### src/rcf_map.svh
// clock, channel count, field widths, throttle channel and timing figures of the receiver control block
`ifndef RCF_MAP_SVH
`define RCF_MAP_SVH

`define RCF_CLK_MHZ 10
`define RCF_CH_COUNT 6
`define RCF_VAL_W 10
`define RCF_ID_W 32
`define RCF_THR_CH 0
`define RCF_HOLD_W 8

`define RCF_FRAME_US 22000
`define RCF_MIN_PW_US 1000
`define RCF_STEP_NS 1000
`define RCF_CLK_NS 100

`define RCF_LOSS_US 44000
`define RCF_RESTORE_US 4000
`define RCF_CONNECT_FRAMES 16
`define RCF_SETTLE_CYC 4

`define RCF_FAST_HALF_MS 100
`define RCF_SLOW_HALF_MS 500
`define RCF_HOLD_PAUSE_MS 1000

`endif

### src/rcf_pkg.sv
// types and shared arithmetic of the receiver control block
`include "rcf_map.svh"
package rcf_pkg;
  typedef enum logic [2:0] {
    RCF_ST_SETTLE,
    RCF_ST_BIND,
    RCF_ST_WAIT,
    RCF_ST_CONN,
    RCF_ST_HOLD
  } rcf_state_e;

  typedef enum logic [2:0] {
    RCF_LED_OFF,
    RCF_LED_SOLID,
    RCF_LED_FAST,
    RCF_LED_SLOW,
    RCF_LED_COUNT
  } rcf_led_mode_e;

  typedef logic [`RCF_VAL_W-1:0] rcf_val_t;
  typedef logic [`RCF_ID_W-1:0] rcf_id_t;

  // pulse width in clock cycles for a channel value
  function automatic logic [31:0] rcf_pulse_cycles(input rcf_val_t v);
    rcf_pulse_cycles = 32'(`RCF_MIN_PW_US * `RCF_CLK_MHZ)
                     + 32'(v) * 32'(`RCF_STEP_NS / `RCF_CLK_NS);
  endfunction

  function automatic logic [31:0] rcf_ms_cycles(input int ms);
    rcf_ms_cycles = 32'(ms * 1000 * `RCF_CLK_MHZ);
  endfunction
endpackage

### src/rcf_if.sv
// carriers between the control core, the servo pulse generator and the led driver
`include "rcf_map.svh"
interface rcf_servo_if;
  rcf_pkg::rcf_val_t value [`RCF_CH_COUNT];
  logic [`RCF_CH_COUNT-1:0] enable;
  logic [`RCF_CH_COUNT-1:0] pulse;
  modport ctl (output value, output enable, input pulse);
  modport gen (input value, input enable, output pulse);
endinterface

interface rcf_led_if;
  rcf_pkg::rcf_led_mode_e mode;
  logic [`RCF_HOLD_W-1:0] count;
  logic led;
  modport ctl (output mode, output count, input led);
  modport drv (input mode, input count, output led);
endinterface

### src/rcf_servo_gen.sv
// servo pulse generator: one shared frame counter, one pulse per enabled channel
`include "rcf_map.svh"
module rcf_servo_gen #(
  parameter int unsigned FRAME_CYC = `RCF_FRAME_US * `RCF_CLK_MHZ
) (
  input wire logic clk_sys,
  input wire logic srst,
  rcf_servo_if.gen sv
);
  logic [31:0] frame_cnt;

  always_ff @(posedge clk_sys) begin
    if (srst || frame_cnt == 32'(FRAME_CYC - 1)) begin
      frame_cnt <= 32'h0;
    end else begin
      frame_cnt <= frame_cnt + 32'h1;
    end
  end

  // disabled channel stays low for the whole frame: no pulse at all
  always_ff @(posedge clk_sys) begin
    for (int i = 0; i < `RCF_CH_COUNT; i++) begin
      if (srst) begin
        sv.pulse[i] <= 1'b0;
      end else begin
        sv.pulse[i] <= sv.enable[i] && (frame_cnt < rcf_pkg::rcf_pulse_cycles(sv.value[i]));
      end
    end
  end
endmodule // rcf_servo_gen

### src/rcf_led_drv.sv
// status led pattern driver: solid, fast blink, slow blink and count-then-pause
`include "rcf_map.svh"
module rcf_led_drv #(
  parameter int unsigned FAST_HALF_CYC = `RCF_FAST_HALF_MS * 1000 * `RCF_CLK_MHZ,
  parameter int unsigned SLOW_HALF_CYC = `RCF_SLOW_HALF_MS * 1000 * `RCF_CLK_MHZ,
  parameter int unsigned PAUSE_CYC = `RCF_HOLD_PAUSE_MS * 1000 * `RCF_CLK_MHZ
) (
  input wire logic clk_sys,
  input wire logic srst,
  rcf_led_if.drv ld
);
  logic [31:0] tmr;
  logic [31:0] next_limit;
  logic [`RCF_HOLD_W:0] step;
  logic in_pause;
  logic phase;
  rcf_pkg::rcf_led_mode_e mode_q;

  always_comb begin
    next_limit = 32'(FAST_HALF_CYC - 1);
    if (ld.mode == rcf_pkg::RCF_LED_SLOW) begin
      next_limit = 32'(SLOW_HALF_CYC - 1);
    end else if (ld.mode == rcf_pkg::RCF_LED_COUNT && in_pause) begin
      next_limit = 32'(PAUSE_CYC - 1);
    end
  end

  // restart the pattern on a mode change only; a new count while already in count mode keeps the running pattern
  always_ff @(posedge clk_sys) begin
    if (srst || ld.mode != mode_q) begin
      tmr <= 32'h0;
      step <= '0;
      in_pause <= 1'b0;
      phase <= 1'b1;
    end else if (tmr >= next_limit) begin
      tmr <= 32'h0;
      if (ld.mode != rcf_pkg::RCF_LED_COUNT) begin
        phase <= ~phase;
      end else if (in_pause) begin
        in_pause <= 1'b0;
        step <= '0;
        phase <= 1'b1;
      end else if (step == {ld.count, 1'b0} - 1'b1) begin
        in_pause <= 1'b1;
        phase <= 1'b0;
      end else begin
        step <= step + 1'b1;
        phase <= ~phase;
      end
    end else begin
      tmr <= tmr + 32'h1;
    end
  end

  always_ff @(posedge clk_sys) begin
    if (srst) begin
      mode_q <= rcf_pkg::RCF_LED_OFF;
      ld.led <= 1'b0;
    end else begin
      mode_q <= ld.mode;
      case (ld.mode)
        rcf_pkg::RCF_LED_SOLID: ld.led <= 1'b1;
        rcf_pkg::RCF_LED_FAST, rcf_pkg::RCF_LED_SLOW: ld.led <= phase;
        rcf_pkg::RCF_LED_COUNT: ld.led <= phase && !in_pause;
        default: ld.led <= 1'b0;
      endcase
    end
  end
endmodule // rcf_led_drv

### src/rcf_receiver.sv
// receiver control core: bind, connection state, failsafe outputs and status led
`include "rcf_map.svh"
module rcf_receiver #(
  parameter int unsigned FRAME_CYC = `RCF_FRAME_US * `RCF_CLK_MHZ,
  parameter int unsigned LOSS_CYC = `RCF_LOSS_US * `RCF_CLK_MHZ,
  parameter int unsigned CONNECT_FRAMES = `RCF_CONNECT_FRAMES,
  parameter int unsigned FAST_HALF_CYC = `RCF_FAST_HALF_MS * 1000 * `RCF_CLK_MHZ,
  parameter int unsigned SLOW_HALF_CYC = `RCF_SLOW_HALF_MS * 1000 * `RCF_CLK_MHZ,
  parameter int unsigned PAUSE_CYC = `RCF_HOLD_PAUSE_MS * 1000 * `RCF_CLK_MHZ
) (
  input wire logic clk_sys,
  input wire logic srst,
  input wire logic power_and_pair_port,
  input wire logic brownout_pin,
  input wire logic link_valid,
  input wire logic link_bind,
  input wire logic [`RCF_ID_W-1:0] link_id,
  input wire logic [`RCF_CH_COUNT*`RCF_VAL_W-1:0] link_values,
  input wire logic nv_valid,
  input wire logic [`RCF_ID_W-1:0] nv_id,
  input wire logic [`RCF_VAL_W-1:0] nv_failsafe,
  output logic nv_write,
  output logic [`RCF_ID_W-1:0] nv_id_out,
  output logic [`RCF_VAL_W-1:0] nv_failsafe_out,
  output logic [`RCF_CH_COUNT-1:0] servo_out,
  output logic throttle_channel_port,
  output logic status_led,
  output logic connected,
  output logic failsafe,
  output logic bind_mode,
  output logic [`RCF_HOLD_W-1:0] hold_count
);

  rcf_pkg::rcf_state_e state;
  logic [2:0] pair_sync;
  logic [2:0] brown_sync;
  logic pair_level;
  logic brown_level;
  logic [3:0] settle_cnt;
  logic [31:0] loss_cnt;
  logic [7:0] good_run;
  logic [`RCF_ID_W-1:0] paired_id;
  logic paired;
  rcf_pkg::rcf_val_t fs_value;
  rcf_pkg::rcf_val_t ch_value [`RCF_CH_COUNT];
  logic brownout_seen;
  logic good_frame;
  logic bind_frame;
  logic take_frame;
  logic link_timeout;
  logic [`RCF_CH_COUNT-1:0] next_enable;

  rcf_servo_if sv ();
  rcf_led_if ld ();

  // pins pass three flops; a level counts once the last two agree
  always_ff @(posedge clk_sys) begin
    if (srst) begin
      pair_sync <= 3'h0;
      pair_level <= 1'b0;
    end else begin
      pair_sync <= {pair_sync[1:0], power_and_pair_port};
      if (pair_sync[2] == pair_sync[1]) begin
        pair_level <= pair_sync[2];
      end
    end
  end

  always_ff @(posedge clk_sys) begin
    if (srst) begin
      brown_sync <= 3'h0;
      brown_level <= 1'b0;
    end else begin
      brown_sync <= {brown_sync[1:0], brownout_pin};
      if (brown_sync[2] == brown_sync[1]) begin
        brown_level <= brown_sync[2];
      end
    end
  end

  // the learned code is only compared once pairing exists
  assign good_frame = link_valid && !link_bind && paired && (link_id == paired_id);
  assign bind_frame = link_valid && link_bind;
  // a bind in bind mode is accepted too, else a long bind wait would time out at once
  assign take_frame = good_frame || (state == rcf_pkg::RCF_ST_BIND && bind_frame);
  assign link_timeout = (loss_cnt >= 32'(LOSS_CYC - 1));

  always_ff @(posedge clk_sys) begin
    if (srst) begin
      settle_cnt <= 4'h0;
    end else if (state == rcf_pkg::RCF_ST_SETTLE) begin
      settle_cnt <= settle_cnt + 4'h1;
    end
  end

  // cycles since the last accepted frame
  always_ff @(posedge clk_sys) begin
    if (srst || take_frame) begin
      loss_cnt <= 32'h0;
    end else if (!link_timeout) begin
      loss_cnt <= loss_cnt + 32'h1;
    end
  end

  // first connection needs a run of clean frames; a gap restarts the run
  always_ff @(posedge clk_sys) begin
    if (srst || state != rcf_pkg::RCF_ST_WAIT) begin
      good_run <= 8'h0;
    end else if (good_frame) begin
      // a frame after a gap starts a fresh run rather than being lost
      if (link_timeout) begin
        good_run <= 8'h1;
      end else if (good_run != 8'hff) begin
        good_run <= good_run + 8'h1;
      end
    end else if (link_timeout) begin
      good_run <= 8'h0;
    end
  end

  always_ff @(posedge clk_sys) begin
    if (srst) begin
      state <= rcf_pkg::RCF_ST_SETTLE;
    end else begin
      case (state)
        rcf_pkg::RCF_ST_SETTLE: begin
          // jumper is a strap: sampled once the synchroniser has settled
          if (settle_cnt == 4'(`RCF_SETTLE_CYC)) begin
            if (pair_level || !nv_valid) begin
              state <= rcf_pkg::RCF_ST_BIND;
            end else begin
              state <= rcf_pkg::RCF_ST_WAIT;
            end
          end
        end
        rcf_pkg::RCF_ST_BIND: begin
          if (bind_frame) begin
            state <= rcf_pkg::RCF_ST_CONN;
          end
        end
        rcf_pkg::RCF_ST_WAIT: begin
          if (good_frame && good_run >= 8'(CONNECT_FRAMES - 1)) begin
            state <= rcf_pkg::RCF_ST_CONN;
          end
        end
        rcf_pkg::RCF_ST_CONN: begin
          if (link_timeout) begin
            state <= rcf_pkg::RCF_ST_HOLD;
          end
        end
        rcf_pkg::RCF_ST_HOLD: begin
          // one good frame is enough once locked in
          if (good_frame) begin
            state <= rcf_pkg::RCF_ST_CONN;
          end
        end
        default: state <= rcf_pkg::RCF_ST_SETTLE;
      endcase
    end
  end

  // pairing: code and throttle failsafe come from the bind frame
  always_ff @(posedge clk_sys) begin
    if (srst) begin
      paired <= 1'b0;
      paired_id <= '0;
    end else if (state == rcf_pkg::RCF_ST_SETTLE) begin
      paired <= nv_valid;
      paired_id <= nv_id;
    end else if (state == rcf_pkg::RCF_ST_BIND && bind_frame) begin
      paired <= 1'b1;
      paired_id <= link_id;
    end
  end

  // reloaded from the store each power-up, replaced only by a new bind
  always_ff @(posedge clk_sys) begin
    if (srst) begin
      fs_value <= '0;
    end else if (state == rcf_pkg::RCF_ST_SETTLE) begin
      fs_value <= nv_failsafe;
    end else if (state == rcf_pkg::RCF_ST_BIND && bind_frame) begin
      fs_value <= link_values[`RCF_THR_CH*`RCF_VAL_W +: `RCF_VAL_W];
    end
  end

  // one-cycle strobe to the external store when a bind completes
  always_ff @(posedge clk_sys) begin
    if (srst) begin
      nv_write <= 1'b0;
    end else begin
      nv_write <= (state == rcf_pkg::RCF_ST_BIND) && bind_frame;
    end
  end

  assign nv_id_out = paired_id;
  assign nv_failsafe_out = fs_value;

  always_ff @(posedge clk_sys) begin
    for (int i = 0; i < `RCF_CH_COUNT; i++) begin
      if (srst) begin
        ch_value[i] <= '0;
      end else if (take_frame) begin
        ch_value[i] <= link_values[i*`RCF_VAL_W +: `RCF_VAL_W];
      end
    end
  end

  // hold count lives only in volatile flops: power-up reset clears it
  always_ff @(posedge clk_sys) begin
    if (srst) begin
      hold_count <= '0;
    end else if (state == rcf_pkg::RCF_ST_CONN && link_timeout && hold_count != '1) begin
      hold_count <= hold_count + 1'b1;
    end
  end

  always_ff @(posedge clk_sys) begin
    if (srst) begin
      brownout_seen <= 1'b0;
    end else if (brown_level) begin
      brownout_seen <= 1'b1;
    end
  end

  always_comb begin
    next_enable = '0;
    case (state)
      rcf_pkg::RCF_ST_CONN: next_enable = '1;
      // only throttle pulses in failsafe, the rest go quiet
      rcf_pkg::RCF_ST_HOLD: next_enable[`RCF_THR_CH] = 1'b1;
      default: next_enable = '0;
    endcase
  end

  always_comb begin
    for (int i = 0; i < `RCF_CH_COUNT; i++) begin
      sv.value[i] = ch_value[i];
    end
    if (state == rcf_pkg::RCF_ST_HOLD) begin
      sv.value[`RCF_THR_CH] = fs_value;
    end
    sv.enable = next_enable;
  end

  rcf_servo_gen #(
    .FRAME_CYC(FRAME_CYC)
  ) rcf_servo_gen_inst (
    .clk_sys(clk_sys),
    .srst(srst),
    .sv(sv)
  );

  // bind blink wins, then brownout, then hold count, then the connected light
  always_comb begin
    ld.count = hold_count;
    if (state == rcf_pkg::RCF_ST_BIND) begin
      ld.mode = rcf_pkg::RCF_LED_FAST;
    end else if (brownout_seen) begin
      ld.mode = rcf_pkg::RCF_LED_SLOW;
    end else if (hold_count != '0) begin
      ld.mode = rcf_pkg::RCF_LED_COUNT;
    end else if (state == rcf_pkg::RCF_ST_CONN) begin
      ld.mode = rcf_pkg::RCF_LED_SOLID;
    end else begin
      ld.mode = rcf_pkg::RCF_LED_OFF;
    end
  end

  rcf_led_drv #(
    .FAST_HALF_CYC(FAST_HALF_CYC),
    .SLOW_HALF_CYC(SLOW_HALF_CYC),
    .PAUSE_CYC(PAUSE_CYC)
  ) rcf_led_drv_inst (
    .clk_sys(clk_sys),
    .srst(srst),
    .ld(ld)
  );

  assign servo_out = sv.pulse;
  assign throttle_channel_port = sv.pulse[`RCF_THR_CH];
  assign status_led = ld.led;
  assign connected = (state == rcf_pkg::RCF_ST_CONN);
  assign failsafe = (state == rcf_pkg::RCF_ST_HOLD);
  assign bind_mode = (state == rcf_pkg::RCF_ST_BIND);
endmodule // rcf_receiver

### config.mk
export PLATFORM = sky130hd
export DESIGN_NAME = rcf_receiver
export DESIGN_NICKNAME = d
export VERILOG_FILES = /design/src/rcf_pkg.sv /design/src/rcf_if.sv /design/src/rcf_servo_gen.sv /design/src/rcf_led_drv.sv /design/src/rcf_receiver.sv
export VERILOG_INCLUDE_DIRS = /design/src
export SDC_FILE = /design/constraint.sdc
export NUM_CORES = 1
export LEC_CHECK = 0
export BUFFER_PORTS_ARGS = -buffer_cell sky130_fd_sc_hd__buf_2
export CAP_MARGIN = 20
export CORE_AREA = 2 2 177 179
export DETAILED_ROUTE_END_ITERATION = 6
export DIE_AREA = 0 0 179 181
export PLACE_DENSITY_LB_ADDON = 0.1
export SLEW_MARGIN = 0
export SYNTH_ARGS = -nofsm -noshare
export SYNTH_HDL_FRONTEND = slang
export SYNTH_HIERARCHICAL = 1
export SYNTH_SLANG_ARGS = --single-unit
### constraint.sdc
create_clock -name clk_sys -period 5.9 [get_ports clk_sys]
set_input_delay 0.885 -clock clk_sys [delete_from_list [all_inputs] [get_ports clk_sys]]
set_output_delay 0.885 -clock clk_sys [all_outputs]
set_load 0.01 [all_outputs]
==> results of run 1 <==
worst max-delay path by stage:
stage / from / endpoint / slack, ns / cells past startpoint
floorplan: state[2]$_SDFFE_PP0P_ / rcf_servo_gen_inst/sv.pulse[0]$_SDFF_PP0_ / 0.78 / 21
global placement: state[2]$_SDFFE_PP0P_ / rcf_servo_gen_inst/sv.pulse[0]$_SDFF_PP0_ / 1.08 / 18
detailed placement: state[2]$_SDFFE_PP0P_ / rcf_servo_gen_inst/sv.pulse[0]$_SDFF_PP0_ / 0.94 / 18
CTS: state[2]$_SDFFE_PP0P_ / rcf_servo_gen_inst/sv.pulse[0]$_SDFF_PP0_ / 0.91 / 18
global route: hold_count[0]$_SDFFE_PP0P_ / rcf_led_drv_inst/tmr[9]$_SDFF_PP0_ / 0.49 / 18
finish: state[2]$_SDFFE_PP0P_ / rcf_servo_gen_inst/sv.pulse[0]$_SDFF_PP0_ / 0.84 / 18
area by class of cell:
type                            instances  area (um2)  area share
Clock buffer                           43       912.1     0.04707
Sequential cell                       253        5665      0.2924
Tap cell                              396       495.5     0.02557
Multi-Input combinational cell       1499       10800      0.5574
Inverter                               72       270.3     0.01395
Timing Repair Buffer                  214        1099     0.05669
Clock inverter                         13       135.1    0.006973
metal layers:
layer  track usage  routed length (um)
met5             0                   0
met4       0.05008                 644
met3       0.03956                2177
met2        0.4358               19280
met1        0.3223               18380
flip-flops by register name, summed over array words and instances, names as in the netlist, 4 cells and up:
| name | cells |
|---|---|
| settle_cnt | 4 |
| hold_count | 8 |
| ch_value | 60 |
| rcf_servo_gen_inst/frame_cnt | 32 |
| rcf_led_drv_inst/step | 9 |
| rcf_led_drv_inst/tmr | 32 |
| good_run | 8 |
| nv_id_out | 32 |
| nv_failsafe_out | 10 |
| loss_cnt | 32 |
| rcf_servo_gen_inst/sv.pulse | 6 |
cell usage in the layout (no fill, tap or decap), types with 9 or more instances in the layout:
master and n:
a211oi_1 14, a21o_1 35, a21oi_1 71, a311oi_1 44
a31oi_1 11, and2_1 82, and3_1 37, buf_2 203
buf_4 11, clkbuf_16 32, dfxtp_1 193, edfxtp_1 60
ha_1 203, inv_1 71, mux2_2 10, nand2_1 159
nand2b_1 16, nand3_1 54, nand4_1 30, nor2_1 205
nor2b_1 19, nor3_1 29, nor4_1 26, o211ai_1 19
o21a_1 22, o21ai_0 26, o21ai_1 14, o31ai_1 11
or3_1 14, or4b_1 9, xnor2_1 87, xor2_1 103
critical path, delay by kind of cell (launching register included):
family                   cells  cell delay [ns]
flip-flops                   1             0.48
multiplexers                 1             0.37
adder cells (fa/ha/maj)      3             0.97
AO/OA/AOI/OAI                9             2.06
AND/OR/NAND/NOR              3             0.70
buffers and inverters        2             0.41
logic make-up (layout without fill, tap and decap cells):
family                   count (synthesis)  count (layout)  synth area share
AND/OR/NAND/NOR                        741             741            0.2255
AO/OA/AOI/OAI                          334             334            0.1424
flip-flops                             253             253            0.3348
adder cells (fa/ha/maj)                209             209            0.1572
XOR/XNOR                               190             190           0.09834
buffers and inverters                  128             342           0.03009
multiplexers                            18              18           0.01139
other                                    1               7         0.0002216
metrics by stage:
| step | hold slack, ns | util | instance area, um2 |
|---|---|---|---|
| 2_1_floorplan | 0.4138 | - | 16940 |
| 3_3_place_gp | 0.4178 | 0.6039 | 18330 |
| 3_5_place_dp | 0.4314 | 0.6039 | 18330 |
| 4_1_cts | 0.4470 | 0.6384 | 19370 |
| 5_1_grt | 0.4554 | 0.6385 | 19380 |
| 6_report | 0.4462 | 0.6385 | 19380 |
where the power goes:
group,internal [mW],switching [mW]
Combinational,0.309,0.384
Sequential,1.83,0.0521
Clock,1.16,0.756
Total,3.30,1.19
==> flow_summary.json, run 1 <==
{
  "status": "finished, final reports clean",
  "critPathCaptureType": "flop",
  "final_cells": 2490,
  "r2r-start": "state[2]$_SDFFE_PP0P_",
  "crit_fanout": 13,
  "min_to": "pair_sync[1]$_SDFF_PP0_",
  "cp_slowest_stage_delay_ns": 0.50,
  "period_needed_ns": 5.056,
  "tritoncts": "yes",
  "drive_gt1_frac": 0.1533,
  "route.detailed.drc": 0,
  "critPathKind": "reg2reg",
  "htree_levels": 1,
  "slew_viol_final": 0,
  "startpoint_type": "flop",
  "min-delay-start": "pair_sync[0]$_SDFF_PP0_",
  "hpwl_mm": 29.62,
  "routed_wl_mm": 40.49,
  "r2r_end": "rcf_servo_gen_inst/sv.pulse[0]$_SDFF_PP0_",
  "n_antenna_cell": 0,
  "cp_data_required_time_ns": 6.38,
  "drt-initial-drc-count": 615,
  "fin_total_pwr_mw": 4.493,
  "rsz0062_at_grt": "false",
  "cp_slowest_cell": "or4b_1",
  "ys_seq_area_frac": 0.3348,
  "die_width_um": 179,
  "nNetsFinal": 2420,
  "relSlewSlack": 0.3032,
  "row_count": 64,
  "post-place-cells": 2433,
  "hold_violations": 0,
  "clkLatencyLatePin_ns": 0.57,
  "synth.area.top_cells": "dfxtp_1, ha_1, edfxtp_1",
  "drv_cap": 0,
  "detail_route.wl_per_cell_um": 16.26,
  "synthToLayoutAreaGrowth_pct": 14.52,
  "hold_buffers": 0,
  "reg2reg_slack_ns": 0.84,
  "yosysWarnings": 6,
  "hold_depth": 1,
  "die_h_um": 181,
  "via_per_inst": 5.734,
  "cts_buffers": 30,
  "preCtsSetupSlack_ns": 0.9442,
  "fp.dieArea_um2": 32400,
  "place.gp.congestion": 0.8344,
  "setup_ws_ns": 0.8443,
  "synth_edf_count": 60,
  "fmax_ghz": 0.1978,
  "cts_sinks": 253,
  "setup_viol": 0,
  "synth.distinct_cells": 87,
  "cts_resized": 0,
  "netlist_instances": 1874,
  "cp.arrival_ns": 5.53,
  "antenna_found_initial": 1,
  "clockRootBuffer": "clkbuf_16",
  "core-area_um2": 30350,
  "path_cells": "inv_1 > nor3_2 > buf_4 > mux2_2 > ha_1 > ha_1 > a211o_1 > a211o_1 > a211oi_2 > o21a_1 > nor2_1 > a221oi_1 > o22ai_1 > ha_1 > a21oi_1 > a21oi_1 > or4b_1 > a31oi_1",
  "grt_pass1_wl_mm": 66.85,
  "drt_pre_antenna_iters": 5,
  "crit_top_cell": "ha_1",
  "synthTopCellsByCount": "nor2_1, ha_1, dfxtp_1",
  "synth_area_um2": 16920,
  "async_flop_share": 0,
  "cts_buffer_depth": 3,
  "syn_avg_cell_area_um2": 9.029,
  "fin_crit_sh": 0.8569,
  "vias": 14277,
  "p_per_area_nw_per_um2": 231.9,
  "fin_tns_setup_ns": 0,
  "io_pins": 203,
  "ant_nets": 0,
  "synth_most_common_cell": "nor2_1",
  "initial_utilization": 0.5576,
  "clkTransAtPathRegs_ns": 0.06,
  "peakVddDrop_mv": 0.2088,
  "hp-class": "reg2reg",
  "cts_setup_buffers": 0,
  "grt_max_degree": 88,
  "r2r.worst_path.cells": 18,
  "grt_pass1_vias": 13803,
  "yosysTopAreaCell": "dfxtp_1",
  "synthFlopType": "dfxtp_1",
  "leakage_nw": 8.592,
  "yosysTopAreaCellShare": 0.2283,
  "grt-ovfl-total": 0,
  "grt_usage": 0.2490,
  "worst_slew_pin_slew_ns": 1.045,
  "synth-seq-cells": 253,
  "port_buffers": 202,
  "fin_skew_ns": 0.02212,
  "fill_cells": 2633
}
Power figures use the tool's default switching activity.
==> run 2: changes to the inputs <==
==> constraint.sdc (replaced) <==
create_clock -name clk_sys -period 6 [get_ports clk_sys]
set_input_delay 0.9 -clock clk_sys [delete_from_list [all_inputs] [get_ports clk_sys]]
set_output_delay 0.9 -clock clk_sys [all_outputs]
set_load 0.01 [all_outputs]
==> run 2 against run 1 <==
Against the previous run: maximum frequency is 0.90% higher; global-route usage is 0.44 points lower; first-iteration DRC count down 7.8%; final cell count about the same; sequential share of layout area is essentially flat; via count is 0.93% lower; worst hold slack got worse by 0.0099 ns; worst setup slack better by 0.15 ns; sequential cell count is the same; clock power decreased by 3%; register-to-register slack better by 0.15 ns; critical path depth unchanged; largest power group unchanged.
==> flow_summary.json, run 2 (synthesized netlist as in run 1, its figures left out) <==
{
  "status": "finished, final reports clean",
  "port_buffers": 202,
  "row_count": 64,
  "wl_met1_mm": 17.75,
  "cts_resized": 0,
  "topRoutingLayerUsed": "met4",
  "tritoncts": "yes",
  "grt_pass1_vias": 13821,
  "nNetsFinal": 2419,
  "critPathCaptureType": "flop",
  "vias": 14144,
  "drt_pre_antenna_iters": 4,
  "final_common_cell": "nor2_1",
  "period_needed_ns": 5.011,
  "relSlewSlack": 0.3168,
  "hold_buffers": 0,
  "grt-ovfl-total": 0,
  "core-area_um2": 30350,
  "worst_slew_pin_slew_ns": 1.025,
  "drt-initial-drc-count": 567,
  "setup_ws_ns": 0.9893,
  "cp.arrival_ns": 5.48,
  "met2_length_mm": 18.61,
  "fmax_ghz": 0.1996,
  "route.met3.wl_mm": 2.135,
  "via_per_inst": 5.683,
  "leakage_nw": 8.568,
  "setup_viol": 0,
  "ant_nets": 0,
  "fin_skew_ns": 0.01747,
  "drv_cap": 0,
  "fin_crit_sh": 0.8351,
  "grt_pass1_wl_mm": 65.90,
  "clkTransAtPathRegs_ns": 0.06,
  "routed_wl_mm": 39.67,
  "r2r-start": "state[2]$_SDFFE_PP0P_",
  "slew_viol_final": 0,
  "min-delay-start": "pair_sync[0]$_SDFF_PP0_",
  "hold_violations": 0,
  "post-route-cell-area_um2": 19360,
  "cp_data_required_time_ns": 6.46,
  "path_cells": "inv_1 > nor3_2 > buf_4 > mux2_2 > ha_1 > ha_1 > a211o_1 > a211o_1 > a211oi_2 > o21a_1 > nor2_1 > a221oi_1 > o22ai_1 > ha_1 > a21oi_1 > a21oi_1 > or4b_1 > a31oi_1",
  "regArea_um2": 5665,
  "largest_register_ffs": 60,
  "cp_slowest_stage_delay_ns": 0.49,
  "fin_tns_setup_ns": 0,
  "grt_max_degree": 80,
  "multiInputGateArea_um2": 10800,
  "place.gp.congestion": 0.8546,
  "power_frac_seq": 0.421,
  "p_int_mw": 3.211,
  "regMostFlops": "ch_value",
  "route.detailed.drc": 0,
  "rsz0062_at_grt": "false",
  "crit_family": "compound AO/OA/AOI/OAI gates",
  "hpwl_mm": 28.92,
  "power.switching_mw": 1.183,
  "startpoint_type": "flop",
  "cts_buffers": 29,
  "cts_sinks": 253,
  "fp.dieArea_um2": 32400,
  "die_width_um": 179,
  "path_buf_inv": 2,
  "htree_levels": 1,
  "netSwitchingFraction": 0.2692,
  "grt_usage": 0.2446,
  "hold_ws_ns": 0.4363,
  "hp-class": "reg2reg",
  "io_pins": 203,
  "p_per_area_nw_per_um2": 227.0,
  "layout_common_cells": "nor2_1, ha_1, buf_2",
  "cp-startpoint": "state[2]$_SDFFE_PP0P_",
  "clockRootBuffer": "clkbuf_16",
  "clkLatencyLatePin_ns": 0.55,
  "preCtsSetupSlack_ns": 1.030,
  "clockPowerShare": 0.425,
  "synthToLayoutAreaGrowth_pct": 14.42,
  "die_h_um": 181,
  "antenna_found_initial": 1,
  "cp_slowest_cell": "or4b_1",
  "drive_gt1_frac": 0.1534,
  "cts_buffer_depth": 3,
  "critPathKind": "reg2reg",
  "initial_utilization": 0.5576,
  "fill_cells": 2600,
  "combinationalPowerShare": 0.154,
  "cts_setup_buffers": 0,
  "dpl_cell_area_um2": 18330,
  "crit_top_cell": "ha_1",
  "peakVddDrop_mv": 0.2047,
  "crit_fanout": 13,
  "detail_route.wl_per_cell_um": 15.94
}
-- run 2: worst paths after layout --
check	endpoint	slack (ns)	cells past startpoint
worst min register to register	pair_sync[1]$_SDFF_PP0_	0.44	1
worst max-delay path	rcf_servo_gen_inst/sv.pulse[0]$_SDFF_PP0_	0.99	18
worst min-delay path	pair_sync[1]$_SDFF_PP0_	0.44	1
worst max register to register	rcf_servo_gen_inst/sv.pulse[0]$_SDFF_PP0_	0.99	18
-- run 2: area by class of cell --
cell class	instances	area share
flip-flops and latches	253	0.2926
clock inverters	17	0.008595
multi-input cells	1499	0.5579
clock buffers	37	0.04446
well taps	396	0.02559
repair buffers	214	0.05674
inverters	72	0.01396
diodes	1	0.0001292
-- run 2: metal layers --
layer | vias to the layer above | track usage
met3 | 76 | 0.04419
li1 | 7167 | -
met4 | 0 | 0.07967
met5 | - | 0
met1 | 6596 | 0.3052
met2 | 305 | 0.4229
-- run 2: metrics by stage --
step             util  power (mW)  cells
2_1_floorplan       -       2.359   1880
3_3_place_gp   0.6039       2.544   2433
3_5_place_dp   0.6040       2.563   2434
4_1_cts        0.6379       4.440   2488
5_1_grt        0.6379       4.609   2489
6_report       0.6379       4.394   2489
-- run 2: power groups by stage --
stage | clock network [mW] | logic [mW] | registers [mW]
after global routing | 1.98 | 0.768 | 1.86
after CTS | 1.91 | 0.682 | 1.85
after floorplan | 0 | 0.479 | 1.88
after detailed placement | 0 | 0.677 | 1.89
after global placement | 0 | 0.658 | 1.89
final | 1.87 | 0.678 | 1.85
-- run 2: worst reg2reg max path: stages (launching register included) --
cell      delay [ns]
dfxtp_1         0.48
inv_1           0.19
nor3_2          0.13
buf_4           0.22
mux2_2          0.38
ha_1            0.33
ha_1            0.32
a211o_1         0.35
a211o_1         0.31
a211oi_2        0.33
o21a_1          0.21
nor2_1          0.07
a221oi_1        0.31
o22ai_1         0.13
ha_1            0.32
a21oi_1         0.14
a21oi_1         0.07
or4b_1          0.49
a31oi_1         0.16
